--- src/design/fepw_pkg.sv ---
// Package: register map, keys and reset values of the flash erase/write control
package fepw_pkg;
   // ***********************************************
   // Register addresses (special function space)
   // ***********************************************
   localparam logic [7:0] FEPW_ADDR_ERASE = 8'h94;  // erase_trigger
   localparam logic [7:0] FEPW_ADDR_CTRL = 8'hb2;   // arm/deferred/waiting/pwe
   localparam logic [7:0] FEPW_ADDR_BANK = 8'hb6;   // program_bank_select
   localparam logic [7:0] FEPW_ADDR_PAGE = 8'hb7;   // page_wipe_index

   // ***********************************************
   // Field positions
   // ***********************************************
   localparam int FEPW_BIT_PWE = 0;    // program_store_write_enable
   localparam int FEPW_BIT_ARM = 1;    // bulk_wipe_arm
   localparam int FEPW_BIT_DEFER = 2;  // deferred_write_enable
   localparam int FEPW_BIT_WAIT = 3;   // deferred_write_waiting
   localparam int FEPW_PAGE_LSB = 2;   // page index sits in [7:2]

   // ***********************************************
   // Keys and reset values
   // ***********************************************
   localparam logic [7:0] FEPW_KEY_PAGE = 8'h55;
   localparam logic [7:0] FEPW_KEY_MASS = 8'haa;
   localparam logic [3:0] FEPW_UNLOCK_VAL = 4'h2;
   localparam logic [7:0] FEPW_ERASE_RST = 8'h00;
   localparam logic [1:0] FEPW_BANK_RST = 2'h1;
   localparam logic [5:0] FEPW_PAGE_RST = 6'h00;
endpackage

--- src/design/fepw_ctrl.sv ---
// Module: flash erase and deferred-write control behind processor SFRs
//
// How it works
// - key 0x55 starts page erase
// - key 0xAA mass-erases if armed, debug enabled
// - other keys ignored; trigger resets zero
// - six-bit page index, resets to zero
// - deferred mode with engine enabled queues write until busy falls
// - otherwise flash writes go out at once if array idle, dropped if busy
// - waiting flag set; extra writes ignored
// - write-enable redirects move-out, self-clears, irq-blocked
// - unlock field must equal 2
`timescale 1ns/1ps
`default_nettype none
module fepw_ctrl
   import fepw_pkg::*;
(
   input wire logic clk,
   input wire logic reset_n,
   input wire logic sfr_wr,
   input wire logic [7:0] sfr_addr,
   input wire logic [7:0] sfr_wdata,
   output logic [7:0] sfr_rdata,
   input wire logic movx_wr,
   input wire logic [15:0] movx_addr,
   input wire logic [7:0] movx_data,
   input wire logic irq_global_en,
   input wire logic [3:0] modify_unlock_key,
   input wire logic debug_port_link,
   input wire logic ce_enable,
   input wire logic ce_busy,
   input wire logic flash_done,
   output logic flash_wr,
   output logic [15:0] flash_addr,
   output logic [7:0] flash_data,
   output logic page_erase,
   output logic mass_erase,
   output logic [5:0] erase_page,
   output logic [1:0] program_bank_select,
   output logic xram_wr,
   output logic [15:0] xram_addr,
   output logic [7:0] xram_data
);
   // ***********************************************
   // Register state
   // ***********************************************
   logic [7:0] erase_trigger_q; // Last key written
   logic [5:0] page_q; // page_wipe_index
   logic page_fresh_q; // Page index written since last erase
   logic arm_q; // bulk_wipe_arm
   logic defer_q; // deferred_write_enable
   logic pwe_q; // program_store_write_enable
   logic [1:0] bank_q; // program_bank_select
   logic busy_q; // Flash array operation in flight

   // Output flops
   logic flash_wr_q, page_erase_q, mass_erase_q, xram_wr_q;
   logic [15:0] fl_addr_q, xr_addr_q;
   logic [7:0] fl_data_q, xr_data_q;

   // ***********************************************
   // Decode
   // ***********************************************
   wire wr_erase = sfr_wr && (sfr_addr == FEPW_ADDR_ERASE);
   wire wr_ctrl = sfr_wr && (sfr_addr == FEPW_ADDR_CTRL);
   wire wr_bank = sfr_wr && (sfr_addr == FEPW_ADDR_BANK);
   wire wr_page = sfr_wr && (sfr_addr == FEPW_ADDR_PAGE);
   wire unlocked = (modify_unlock_key == FEPW_UNLOCK_VAL);

   // Erase keys; busy array refuses new erases
   wire go_page = wr_erase && unlocked && !busy_q && page_fresh_q
      && (sfr_wdata == FEPW_KEY_PAGE);
   wire go_mass = wr_erase && unlocked && !busy_q && arm_q
      && debug_port_link && (sfr_wdata == FEPW_KEY_MASS);
   wire go_erase = go_page | go_mass;

   // Move-out routing and write modes
   wire to_flash = movx_wr && pwe_q;
   wire to_xram = movx_wr && !pwe_q;
   wire posting = defer_q && ce_enable;
   wire waiting;
   wire ce_fall;
   wire [15:0] q_addr;
   wire [7:0] q_data;
   // Accepted flash write: gated by unlock and waiting flag
   wire fw_ok = to_flash && unlocked && !waiting;
   wire push = fw_ok && posting;
   wire direct = fw_ok && !posting && !busy_q;
   wire drain = waiting && ce_fall && !busy_q;

   // ***********************************************
   // Submodules
   // ***********************************************
   fepw_edge u_edge (
      .clk(clk),
      .reset_n(reset_n),
      .level_in(ce_busy),
      .fall(ce_fall)
   );

   fepw_post_queue u_queue (
      .clk(clk),
      .reset_n(reset_n),
      .push(push),
      .push_addr(movx_addr),
      .push_data(movx_data),
      .pop(drain),
      .full(waiting),
      .held_addr(q_addr),
      .held_data(q_data)
   );

   // ***********************************************
   // Erase trigger and page index
   // ***********************************************
   // Trigger holds last written key; only keys act
   always_ff @(posedge clk or negedge reset_n) begin
      if (!reset_n) begin
         erase_trigger_q <= FEPW_ERASE_RST;
      end else if (wr_erase) begin
         erase_trigger_q <= sfr_wdata;
      end
   end

   // Page index; the fresh mark is what forces a rewrite per erase
   always_ff @(posedge clk or negedge reset_n) begin
      if (!reset_n) begin
         page_q <= FEPW_PAGE_RST;
         page_fresh_q <= 1'b0;
      end else if (wr_page) begin
         page_q <= sfr_wdata[FEPW_PAGE_LSB +: 6];
         page_fresh_q <= 1'b1;
      end else if (go_erase) begin
         page_fresh_q <= 1'b0;
      end
   end

   // ***********************************************
   // Control register bits and bank select
   // ***********************************************
   // Arm bit: write sets, any erase start consumes it
   always_ff @(posedge clk or negedge reset_n) begin
      if (!reset_n) begin
         arm_q <= 1'b0;
      end else if (wr_ctrl) begin
         arm_q <= sfr_wdata[FEPW_BIT_ARM];
      end else if (go_erase) begin
         arm_q <= 1'b0;
      end
   end

   // Deferred enable, plain read/write
   always_ff @(posedge clk or negedge reset_n) begin
      if (!reset_n) begin
         defer_q <= 1'b0;
      end else if (wr_ctrl) begin
         defer_q <= sfr_wdata[FEPW_BIT_DEFER];
      end
   end

   // Write enable: blocked while irqs on, cleared after each flash byte
   always_ff @(posedge clk or negedge reset_n) begin
      if (!reset_n) begin
         pwe_q <= 1'b0;
      end else if (wr_ctrl && !irq_global_en) begin
         pwe_q <= sfr_wdata[FEPW_BIT_PWE];
      end else if (to_flash) begin
         pwe_q <= 1'b0;
      end
   end

   // Bank select
   always_ff @(posedge clk or negedge reset_n) begin
      if (!reset_n) begin
         bank_q <= FEPW_BANK_RST;
      end else if (wr_bank) begin
         bank_q <= sfr_wdata[1:0];
      end
   end

   // ***********************************************
   // Array operation tracking and outputs
   // ***********************************************
   // Busy from any start until the array reports done
   always_ff @(posedge clk or negedge reset_n) begin
      if (!reset_n) begin
         busy_q <= 1'b0;
      end else if (go_erase || direct || drain) begin
         busy_q <= 1'b1;
      end else if (flash_done) begin
         busy_q <= 1'b0;
      end
   end

   // One-cycle start pulses toward the flash array
   always_ff @(posedge clk or negedge reset_n) begin
      if (!reset_n) begin
         flash_wr_q <= 1'b0;
         page_erase_q <= 1'b0;
         mass_erase_q <= 1'b0;
      end else begin
         flash_wr_q <= direct | drain;
         page_erase_q <= go_page;
         mass_erase_q <= go_mass;
      end
   end

   // Flash write payload: queued entry wins when draining
   always_ff @(posedge clk or negedge reset_n) begin
      if (!reset_n) begin
         fl_addr_q <= 16'h0000;
         fl_data_q <= 8'h00;
      end else if (drain) begin
         fl_addr_q <= q_addr;
         fl_data_q <= q_data;
      end else if (direct) begin
         fl_addr_q <= movx_addr;
         fl_data_q <= movx_data;
      end
   end

   // Ordinary external RAM path
   always_ff @(posedge clk or negedge reset_n) begin
      if (!reset_n) begin
         xram_wr_q <= 1'b0;
         xr_addr_q <= 16'h0000;
         xr_data_q <= 8'h00;
      end else begin
         xram_wr_q <= to_xram;
         if (to_xram) begin
            xr_addr_q <= movx_addr;
            xr_data_q <= movx_data;
         end
      end
   end

   // ***********************************************
   // Read path: only control byte and bank are readable
   // ***********************************************
   wire [7:0] ctrl_rd = {4'h0, waiting, defer_q, 1'b0, pwe_q};
   assign sfr_rdata = (sfr_addr == FEPW_ADDR_CTRL) ? ctrl_rd :
      (sfr_addr == FEPW_ADDR_BANK) ? {6'h00, bank_q} : 8'h00;

   assign flash_wr = flash_wr_q;
   assign flash_addr = fl_addr_q;
   assign flash_data = fl_data_q;
   assign page_erase = page_erase_q;
   assign mass_erase = mass_erase_q;
   assign erase_page = page_q;
   assign program_bank_select = bank_q;
   assign xram_wr = xram_wr_q;
   assign xram_addr = xr_addr_q;
   assign xram_data = xr_data_q;
endmodule
`default_nettype wire

--- src/design/fepw_edge.sv ---
// Module: falling-edge detector for the compute engine busy level
`timescale 1ns/1ps
`default_nettype none
module fepw_edge
   import fepw_pkg::*;
(
   input wire logic clk,
   input wire logic reset_n,
   input wire logic level_in,
   output logic fall
);
   logic prev_q; // Last sampled level

   // Remember previous level; input is already synchronous
   always_ff @(posedge clk or negedge reset_n) begin
      if (!reset_n) begin
         prev_q <= 1'b0;
      end else begin
         prev_q <= level_in;
      end
   end

   assign fall = prev_q & ~level_in;
endmodule
`default_nettype wire

--- src/design/fepw_post_queue.sv ---
// Module: one-entry holding slot for deferred flash byte writes
`timescale 1ns/1ps
`default_nettype none
module fepw_post_queue
   import fepw_pkg::*;
(
   input wire logic clk,
   input wire logic reset_n,
   input wire logic push,
   input wire logic [15:0] push_addr,
   input wire logic [7:0] push_data,
   input wire logic pop,
   output logic full,
   output logic [15:0] held_addr,
   output logic [7:0] held_data
);
   logic full_q; // Slot occupied
   logic [15:0] addr_q; // Held flash address
   logic [7:0] data_q; // Held byte

   // Push only when empty; caller drops pushes while full
   always_ff @(posedge clk or negedge reset_n) begin
      if (!reset_n) begin
         full_q <= 1'b0;
      end else if (push && !full_q) begin
         full_q <= 1'b1;
      end else if (pop) begin
         full_q <= 1'b0;
      end
   end

   // Payload latches with the push
   always_ff @(posedge clk or negedge reset_n) begin
      if (!reset_n) begin
         addr_q <= 16'h0000;
         data_q <= 8'h00;
      end else if (push && !full_q) begin
         addr_q <= push_addr;
         data_q <= push_data;
      end
   end

   assign full = full_q;
   assign held_addr = addr_q;
   assign held_data = data_q;
endmodule
`default_nettype wire

--- config.mk ---
export PLATFORM = sky130hd
export DESIGN_NAME = fepw_ctrl
export DESIGN_NICKNAME = d
export VERILOG_FILES = /design/src/design/fepw_pkg.sv /design/src/design/fepw_ctrl.sv /design/src/design/fepw_edge.sv /design/src/design/fepw_post_queue.sv
export SDC_FILE = /design/constraint.sdc
export NUM_CORES = 1
export LEC_CHECK = 0
export BUFFER_PORTS_ARGS = -buffer_cell sky130_fd_sc_hd__buf_4
export CORE_AREA = 10 10 118 120
export DETAILED_ROUTE_END_ITERATION = 8
export DIE_AREA = 0 0 128 130
export GPL_TIMING_DRIVEN = 0
export PLACE_DENSITY = 0.62
export SLEW_MARGIN = 0
export SYNTH_ARGS = -nofsm -noshare
export SYNTH_HDL_FRONTEND = slang
export SYNTH_HIERARCHICAL = 1
export SYNTH_SLANG_ARGS = --single-unit
--- constraint.sdc ---
create_clock -name clk -period 2.6 [get_ports clk]
set_input_delay 0 -clock clk [delete_from_list [all_inputs] [get_ports clk]]
set_output_delay 0 -clock clk [all_outputs]
set_load 0.005 [all_outputs]
==> results_dict.tcl, run 1 <==
set metrics [dict create \
    portBuffers 116 \
    hold_ws_ps 27.15 \
    rsz0062_at_grt "false" \
    seqPwrFrac 0.495 \
    antenna_found_initial 0 \
    synth_top_flop_cell "dfrtp_1" \
    critPathRequiredTime_ps 2830 \
    hp-class "input port to flip-flop" \
    final_core_utilization 0.4828 \
    ctsResizeCount 0 \
    synth-seq-cells 91 \
    crit_chain "and3b_1 > and4_1 > nor2b_2 > buf_6 > buf_12 > mux2_4" \
    p_clk_frac 0.399 \
    fin_skew_ps 3.536 \
    crit_path_end_kind "flip-flop" \
    crit_arrival_ps 2060 \
    wl_mm 10.43 \
    synth_area_um2 3958 \
    fp.dieH_um 130 \
    dp_hpwl_mm 7.435 \
    drc 0 \
    min_period_ps 1835 \
    worst-path-max-fanout 10 \
    setup-violations-final 0 \
    worstSkewPairLatency_ps 340 \
    power.internal_mw 2.325 \
    num_antenna_cells 0 \
    synth_cell_type_count 36 \
    worstMarginPinSlew_ps 1166 \
    fmax_ghz 0.5449 \
    cp-start-kind "flip-flop" \
    status "finished, final reports clean" \
    power.combinational.fraction 0.106 \
    syn2layout_area_growth_pct 42.87 \
    via_per_inst 4.729 \
    initial_utilization 0.3379 \
    synth_edf_count 0 \
    synth_warnings 6 \
    max_stage_delay_ps 430 \
    stdcell_area_um2 5654 \
    drtIter0Drc 144 \
    dpl-instance-area_um2 5024 \
    core_um2 11710 \
    cap_violations 0 \
    finalNetCount 508 \
    finalCritPeriodShare 0.7059 \
    max_slew_margin 0.2230 \
    detailroute.via_count 2866 \
    final_common_cell "buf_4" \
    setup_tns_ps 0 \
    track_usage 0.1279 \
    grt_remaining_overflow 0 \
    slowest_stage "dfrtp_1" \
    drive_above_1_share 0.4575 \
    peakVddDrop_v 0.0003247 \
    timing.final.max_slew_violations 0 \
    critPathKind "flip-flop to flip-flop" \
    ios 121 \
    cts_buffer_depth 2 \
    cts_tree "built" \
    switching_share 0.2267 \
    switchingPower_uw 681.6 \
    leakage_nw 2.700 \
    synth_async_sr_flop_share 1.000 \
    row_count 40 \
    total_power_mw 3.007 \
    ant_nets 0 \
    clock_sinks 91 \
    grt_pass1_wl_mm 16.74 \
    cts_buffers 9 \
    finalHoldViolations 0 \
    dieArea_um2 16640 \
    die_w_um 128 \
    place_congestion 0.7327 \
    cts-htree-levels 3 \
    clkTransAtPathRegs_ps 60 \
    power_density_nw_per_um2 531.8 \
    firstDrtPassIters 4 \
    grt_start_max_net_pins 92 \
    final_cell_mix "buf_4, dfrtp_1, mux2_2" \
    synth_cells 289 \
    ctsRootBufferMaster "clkbuf_16" \
    syn_area_per_cell_um2 13.69 \
    grt_pass1_vias 3137 \
    ys_seq_area_frac 0.5757 \
    routedWlPerCell_um 17.21 \
]
## flip-flops by register name, indices dropped and copies added, names as in the netlist, 2 cells and up
| signal | flops |
|---|---|
| u_queue/held_data | 8 |
| erase_page | 6 |
| xram_addr | 16 |
| u_queue/held_addr | 16 |
| program_bank_select | 2 |
| flash_data | 8 |
| xram_data | 8 |
| flash_addr | 16 |
## final timing paths
kind | from | end | slack (ps) | depth (start not counted)
max | u_queue/full | u_queue/held_addr[8] | 760 | 6
min | irq_global_en | pwe_q | 30 | 3
max reg2reg | u_queue/full | u_queue/held_addr[8] | 760 | 6
min reg2reg | flash_addr[8] | flash_addr[8] | 480 | 2
max in group asynchronous | reset_n | flash_addr[9] | 1430 | 2
min in group asynchronous | reset_n | erase_page[4] | 430 | 2
## logic make-up (layout without fill, tap and decap cells)
kind of cell    count (synthesis)  count (layout)  synth area share
other cells                     1               4         0.0009476
flops                          91              91            0.5757
mux                            82              82            0.2447
simple gates                   61              61           0.08947
buf+inv                        22             189           0.04268
compound gates                 32              32           0.04647
## layer usage
layer,up-vias,routed length [um],part of all wire,GRT usage
met5,-,0,0,0
met4,0,201,0.019,0.05298
met3,14,1066,0.10,0.06045
met2,94,4886,0.47,0.2026
met1,1418,4273,0.41,0.1458
li1,1340,-,-,-
## worst max-delay path, delay by kind of cell, from the launching register on
family / cells / cell delay, ps
buffers and inverters: 2 / 310
DFF: 1 / 430
muxes: 1 / 310
and+or+nand+nor: 3 / 660
## layout make-up
type	count	area [um2]
fillers	1053	6057
clock inverters	4	27.53
well taps	147	183.9
plain buffers	18	153.9
repair buffers	152	1231
multi-input cells	179	1521
clock buffers	11	242.7
inverters	4	15.01
flip-flops and latches	91	2278
## Yosys cell counts, types with 2 or more instances
cell,n,area (um2)
nand4_1,3,18.77
o21ai_0,26,130.1
mux2_4,20,300.3
buf_2,4,20.02
nand2_1,26,97.59
nor2_1,7,26.28
clkbuf_1,2,7.510
and3_1,2,12.51
nor4bb_1,4,40.04
nor3b_1,2,15.01
nand3_1,3,15.01
and3b_1,2,17.52
and2_1,3,18.77
buf_6,3,33.78
buf_4,7,52.55
dfrtp_1,90,2252
mux2i_1,24,240.2
mux2_2,38,427.9
buf_12,2,40.04
a21oi_1,3,15.01
inv_1,3,11.26
## per-stage QoR
stage	setup WS, ps	cells
2_1_floorplan	900.8	292
3_3_place_gp	758.4	555
3_5_place_dp	745.6	555
4_1_cts	727.1	606
5_1_grt	669.6	606
6_report	764.7	606
## power by group through the flow
stage / logic [mW] / registers (mW) / clock network (mW)
final: 0.319 / 1.49 / 1.20
after CTS: 0.327 / 1.49 / 1.24
after detailed placement: 0.283 / 1.51 / 0
after global placement: 0.277 / 1.51 / 0
after floorplan: 0.0787 / 1.52 / 0
after global routing: 0.354 / 1.49 / 1.29
## what timing repair did
action,in CTS,in global routing
buffers inserted,0,0
endpoints found under the hold margin,176,0
hold buffers,36,0
endpoints found under the setup margin,0,0
Note: power is estimated with default switching activity, not from simulation.
==> run 2, diff against run 1 <==
==> constraint.sdc (replaced) <==
create_clock -name clk -period 1.7 [get_ports clk]
set_input_delay 0 -clock clk [delete_from_list [all_inputs] [get_ports clk]]
set_output_delay 0 -clock clk [all_outputs]
set_load 0.005 [all_outputs]
==> run 2 against run 1 <==
Effect of this change:
- the flow now finishes with violations (negative setup slack)
- highest routed layer unchanged
- combinational power up 53%
- maximum frequency up 5.9%
- clock power grew 53%
- global-route usage grew 0.15 points
- non-clock buffer count up 8
- critical endpoint is now u_queue/held_addr[13]
- die area unchanged
- critical path type unchanged
- critical path depth did not move
- sequential share of layout area down 0.84 points
- clock skew is essentially flat
- worst hold slack lost 0.90 ps
==> results_dict.tcl, run 2 (same netlist as run 1, synthesis figures left out) <==
set metrics [dict create \
    stdcell_area_um2 5774 \
    dp_worst_setup_slack_ps -154.4 \
    row_count 40 \
    placedCellCount 555 \
    track_usage 0.1294 \
    power_density_nw_per_um2 797.2 \
    grt_remaining_overflow 0 \
    routedWlPerCell_um 17.30 \
    antenna_found_initial 0 \
    finalCritPeriodShare 1.019 \
    rsz0062_at_grt "true" \
    status "complete, but fails checks" \
    peakVddDrop_v 0.0004966 \
    setup-violations-final 14 \
    worstSkewPairLatency_ps 340 \
    drc 0 \
    cap_violations 0 \
    cts_buffer_depth 2 \
    ctsRootBufferMaster "clkbuf_16" \
    fp.dieH_um 130 \
    critPathRequiredTime_ps 1930 \
    grt_pass1_wl_mm 16.91 \
    drtIter0Drc 131 \
    ios 121 \
    dp_hpwl_mm 7.435 \
    final_common_cell "buf_4" \
    final_cell_mix "buf_4, dfrtp_1, mux2_2" \
    violations "negative setup slack" \
    portBuffers 116 \
    fin_skew_ps 3.404 \
    finalHoldViolations 0 \
    cts_buffers 9 \
    clock_sinks 91 \
    ant_nets 0 \
    grt_pass1_vias 3166 \
    crit_arrival_ps 1960 \
    grt_start_max_net_pins 92 \
    detailroute.via_count 2907 \
    firstDrtPassIters 4 \
    timing.final.max_slew_violations 0 \
    wl_mm 10.62 \
    total_power_mw 4.603 \
    cp-start-kind "flip-flop" \
    grt-busiest-layer "met2" \
    worstMarginPinSlew_ps 1157 \
    setup_tns_ps -224.2 \
    cts_tree "built" \
    die_w_um 128 \
    final_core_utilization 0.4931 \
    clkTransAtPathRegs_ps 60 \
    fin_ws_ps -32.46 \
    met3_usage 0.06247 \
    cts-htree-levels 3 \
    dpl-instance-area_um2 5024 \
    max_slew_margin 0.2289 \
    fmax_ghz 0.5772 \
    instances_no_fill 614 \
    critPathKind "flip-flop to flip-flop" \
    place_congestion 0.7327 \
    syn2layout_area_growth_pct 45.91 \
    grt_use_met1 0.1465 \
    finalNetCount 516 \
    core_um2 11710 \
    hp-class "input port to flip-flop" \
    via_per_inst 4.735 \
    worst-path-max-fanout 7 \
    drive_above_1_share 0.4754 \
    hold_ws_ps 26.25 \
    min_period_ps 1732 \
    initial_utilization 0.3379 \
    grt_util_met2 0.2069 \
    crit_path_end_kind "flip-flop" \
    dieArea_um2 16640 \
    num_antenna_cells 0 \
    leakage_nw 2.759 \
]
run 2: path summary, 6_finish.rpt:
check                         startpoint               endpoint  slack, ps  depth (start not counted)
max reg2reg                 u_queue/full  u_queue/held_addr[13]        -30                          6
max                         u_queue/full  u_queue/held_addr[13]        -30                          6
min                        irq_global_en                  pwe_q         30                          3
min in group asynchronous        reset_n          erase_page[4]        430                          2
max in group asynchronous        reset_n         flash_addr[13]        540                          2
min reg2reg                flash_addr[8]          flash_addr[8]        480                          2
run 2: final cells by class:
class                   count  area, um2
plain buffers              17      160.2
flip-flops and latches     91       2278
well taps                 147      183.9
clock buffers              11      242.7
clock inverters             4      27.53
repair buffers            161       1336
fillers                  1045       5937
inverters                   4      15.01
multi-input cells         179       1530
run 2: power breakdown:
group | leakage (nW) | internal [mW] | switching (mW)
clock network | 0.124 | 1.02 | 0.820
logic | 1.43 | 0.298 | 0.190
registers | 1.20 | 2.24 | 0.0365
total | 2.76 | 3.56 | 1.05
run 2: repair_timing:
action                     CTS  global route
resized for setup            6             1
hold buffers                36             0
cloned                       1             1
pin swaps                    0             1
buffers inserted             4             3
hold endpoints to repair   176             0
setup endpoints to repair   53            25
run 2: critical path, cell delays in order (launching register included):
cell	delay [ps]
dfrtp_1	400
and3b_2	240
and4_1	200
nor2b_4	170
buf_12	150
clkbuf_16	160
mux2_4	290
run 2: metal layers:
metal | up-vias | share of wire | routed length [um]
li1 | 1356 | - | -
met1 | 1437 | 0.40 | 4262
met3 | 11 | 0.11 | 1118
met4 | 0 | 0.015 | 161
met5 | - | 0 | 0
met2 | 103 | 0.48 | 5079
==> run 3, diff against run 2 <==
--- a/config.mk
+++ b/config.mk
@@ -10,6 +10,7 @@
 export DETAILED_ROUTE_END_ITERATION = 8
 export DIE_AREA = 0 0 128 130
 export GPL_TIMING_DRIVEN = 0
+export MAX_ROUTING_LAYER = met4
 export PLACE_DENSITY = 0.62
 export SLEW_MARGIN = 0
 export SYNTH_ARGS = -nofsm -noshare
==> run 3 against run 2 <==
Effect of this change:
- total power about the same
- the flow still finishes with violations (negative setup slack)
- setup slack got worse by 4.9 ps
- critical path depth did not move
- register-to-register slack hardly changed
- largest power group unchanged
- die area stayed put
- core utilization unchanged
- via count barely moved
==> results_dict.tcl, run 3 (same netlist as run 1, synthesis figures left out) <==
set metrics [dict create \
    antenna_found_initial 0 \
    portBuffers 116 \
    violations "negative setup slack" \
    peakVddDrop_v 0.0004967 \
    grt_remaining_overflow 0 \
    ant_nets 0 \
    grt_start_max_net_pins 92 \
    clock_sinks 91 \
    max_stage_delay_ps 400 \
    num_antenna_cells 0 \
    rsz0062_at_grt "true" \
    dp_hpwl_mm 7.435 \
    via_per_inst 4.736 \
    worstMarginPinSlew_ps 1163 \
    cap_violations 0 \
    core_um2 11710 \
    routedWlPerCell_um 17.36 \
    wl_mm 10.66 \
    final_common_cell "buf_4" \
    initial_utilization 0.3379 \
    row_count 40 \
    n_fill_cell 1045 \
    status "complete, but fails checks" \
    min_from "irq_global_en" \
    r2r-start "u_queue/full" \
    fp.dieH_um 130 \
    track_usage 0.1332 \
    rrSetupSlack_ps -40 \
    cts_tree "built" \
    crit_path_end_kind "flip-flop" \
    holdPathStages 3 \
    drtIter0Drc 139 \
    hp-class "input port to flip-flop" \
    ios 121 \
    worst-path-max-fanout 7 \
    slowest_stage "dfrtp_1" \
    leakage_nw 2.759 \
    grt_pass1_vias 3181 \
    r2r_cells 6 \
    finalCritPeriodShare 1.022 \
    die_w_um 128 \
    crit_chain "and3b_2 > and4_1 > nor2b_4 > buf_12 > clkbuf_16 > mux2_4" \
    cts_buffer_depth 2 \
    firstDrtPassIters 4 \
    setup-violations-final 18 \
    ctsRootBufferMaster "clkbuf_16" \
    timing.final.max_slew_violations 0 \
    dpl-instance-area_um2 5024 \
    fmax_ghz 0.5756 \
    critPathKind "flip-flop to flip-flop" \
    cts_buffers 9 \
    drive_above_1_share 0.4754 \
    total_power_mw 4.606 \
    min_period_ps 1737 \
    reg2reg_to "u_queue/held_addr[13]" \
    finalNetCount 516 \
    stdcell_area_um2 5774 \
    dieArea_um2 16640 \
    finalHoldViolations 0 \
    place_congestion 0.7416 \
    syn2layout_area_growth_pct 45.91 \
    cp-start-kind "flip-flop" \
    critPathRequiredTime_ps 1930 \
    fin_ws_ps -37.35 \
    max_slew_margin 0.2247 \
    dp_worst_setup_slack_ps -154.4 \
    fin_skew_ps 3.553 \
    crit_arrival_ps 1960 \
    drc 0 \
    final_cell_mix "buf_4, dfrtp_1, mux2_2" \
    grt_pass1_wl_mm 16.88 \
    cts-htree-levels 3 \
    detailroute.via_count 2908 \
    power_density_nw_per_um2 797.6 \
    worstHoldEndpoint "pwe_q" \
    clkTransAtPathRegs_ps 60 \
    hold_ws_ps 25.46 \
    worstSkewPairLatency_ps 340 \
]
-- run 3: cell counts in the layout (fill, tap and decap cells not counted) --
Identical to the previous run, type by type.
-- run 3: power breakdown --
| group | leakage (nW) | internal [mW] | total [mW] | switching, mW |
|---|---|---|---|---|
| clock | 0.124 | 1.02 | 1.84 | 0.822 |
| combinational | 1.43 | 0.298 | 0.489 | 0.191 |
| sequential | 1.20 | 2.24 | 2.27 | 0.0365 |
| total | 2.76 | 3.56 | 4.61 | 1.05 |
-- run 3: routing by layer --
| layer | track usage | share of wire | vias to the layer above |
|---|---|---|---|
| met5 | - | 0 | - |
| met4 | 0.05033 | 0.015 | 0 |
| met3 | 0.05517 | 0.098 | 12 |
| met2 | 0.2072 | 0.47 | 107 |
| met1 | 0.1510 | 0.41 | 1432 |
| li1 | - | - | 1357 |
-- run 3: worst max-delay path: cells and delay by family (launching register included) --
family	cells	cell delay (ps)
mux	1	290
simple gates	3	610
flops	1	400
buf+inv	2	310
-- run 3: worst max-delay path by stage --
stage | startpoint | to
after floorplan | u_queue/full | u_queue/held_addr[0]
after CTS | u_queue/full | u_queue/held_addr[12]
after detailed placement | pwe_q | xram_addr[7]
after global routing | u_queue/full | u_queue/held_addr[13]
final | u_queue/full | u_queue/held_addr[13]
after global placement | pwe_q | xram_data[6]
-- run 3: layout make-up --
cell class,count,area [um2],share of cell area
sequential,91,2278,0.3946
multi-input combinational,179,1530,0.2650
timing repair buffer,161,1336,0.2314
clock buffer,11,242.7,0.04204
tap,147,183.9,0.03185
buffer,17,160.2,0.02774
clock inverter,4,27.53,0.004767
inverter,4,15.01,0.002600
-- run 3: what timing repair did --
item                                    CTS  global route
buffers inserted                          4             3
resized for setup                         6             1
endpoints found under the setup margin   53            25
gates cloned                              1             1
pin swaps                                 0             1
hold endpoints to repair                176             0
hold buffers                             36             0
-- run 3: metrics by stage --
stage / instances / util / setup TNS (ps)
2_1_floorplan: 292 / - / 0
3_3_place_gp: 555 / 0.4290 / -4672
3_5_place_dp: 555 / 0.4290 / -5209
4_1_cts: 610 / 0.4886 / -616.9
5_1_grt: 614 / 0.4931 / -1463
6_report: 614 / 0.4931 / -281.2
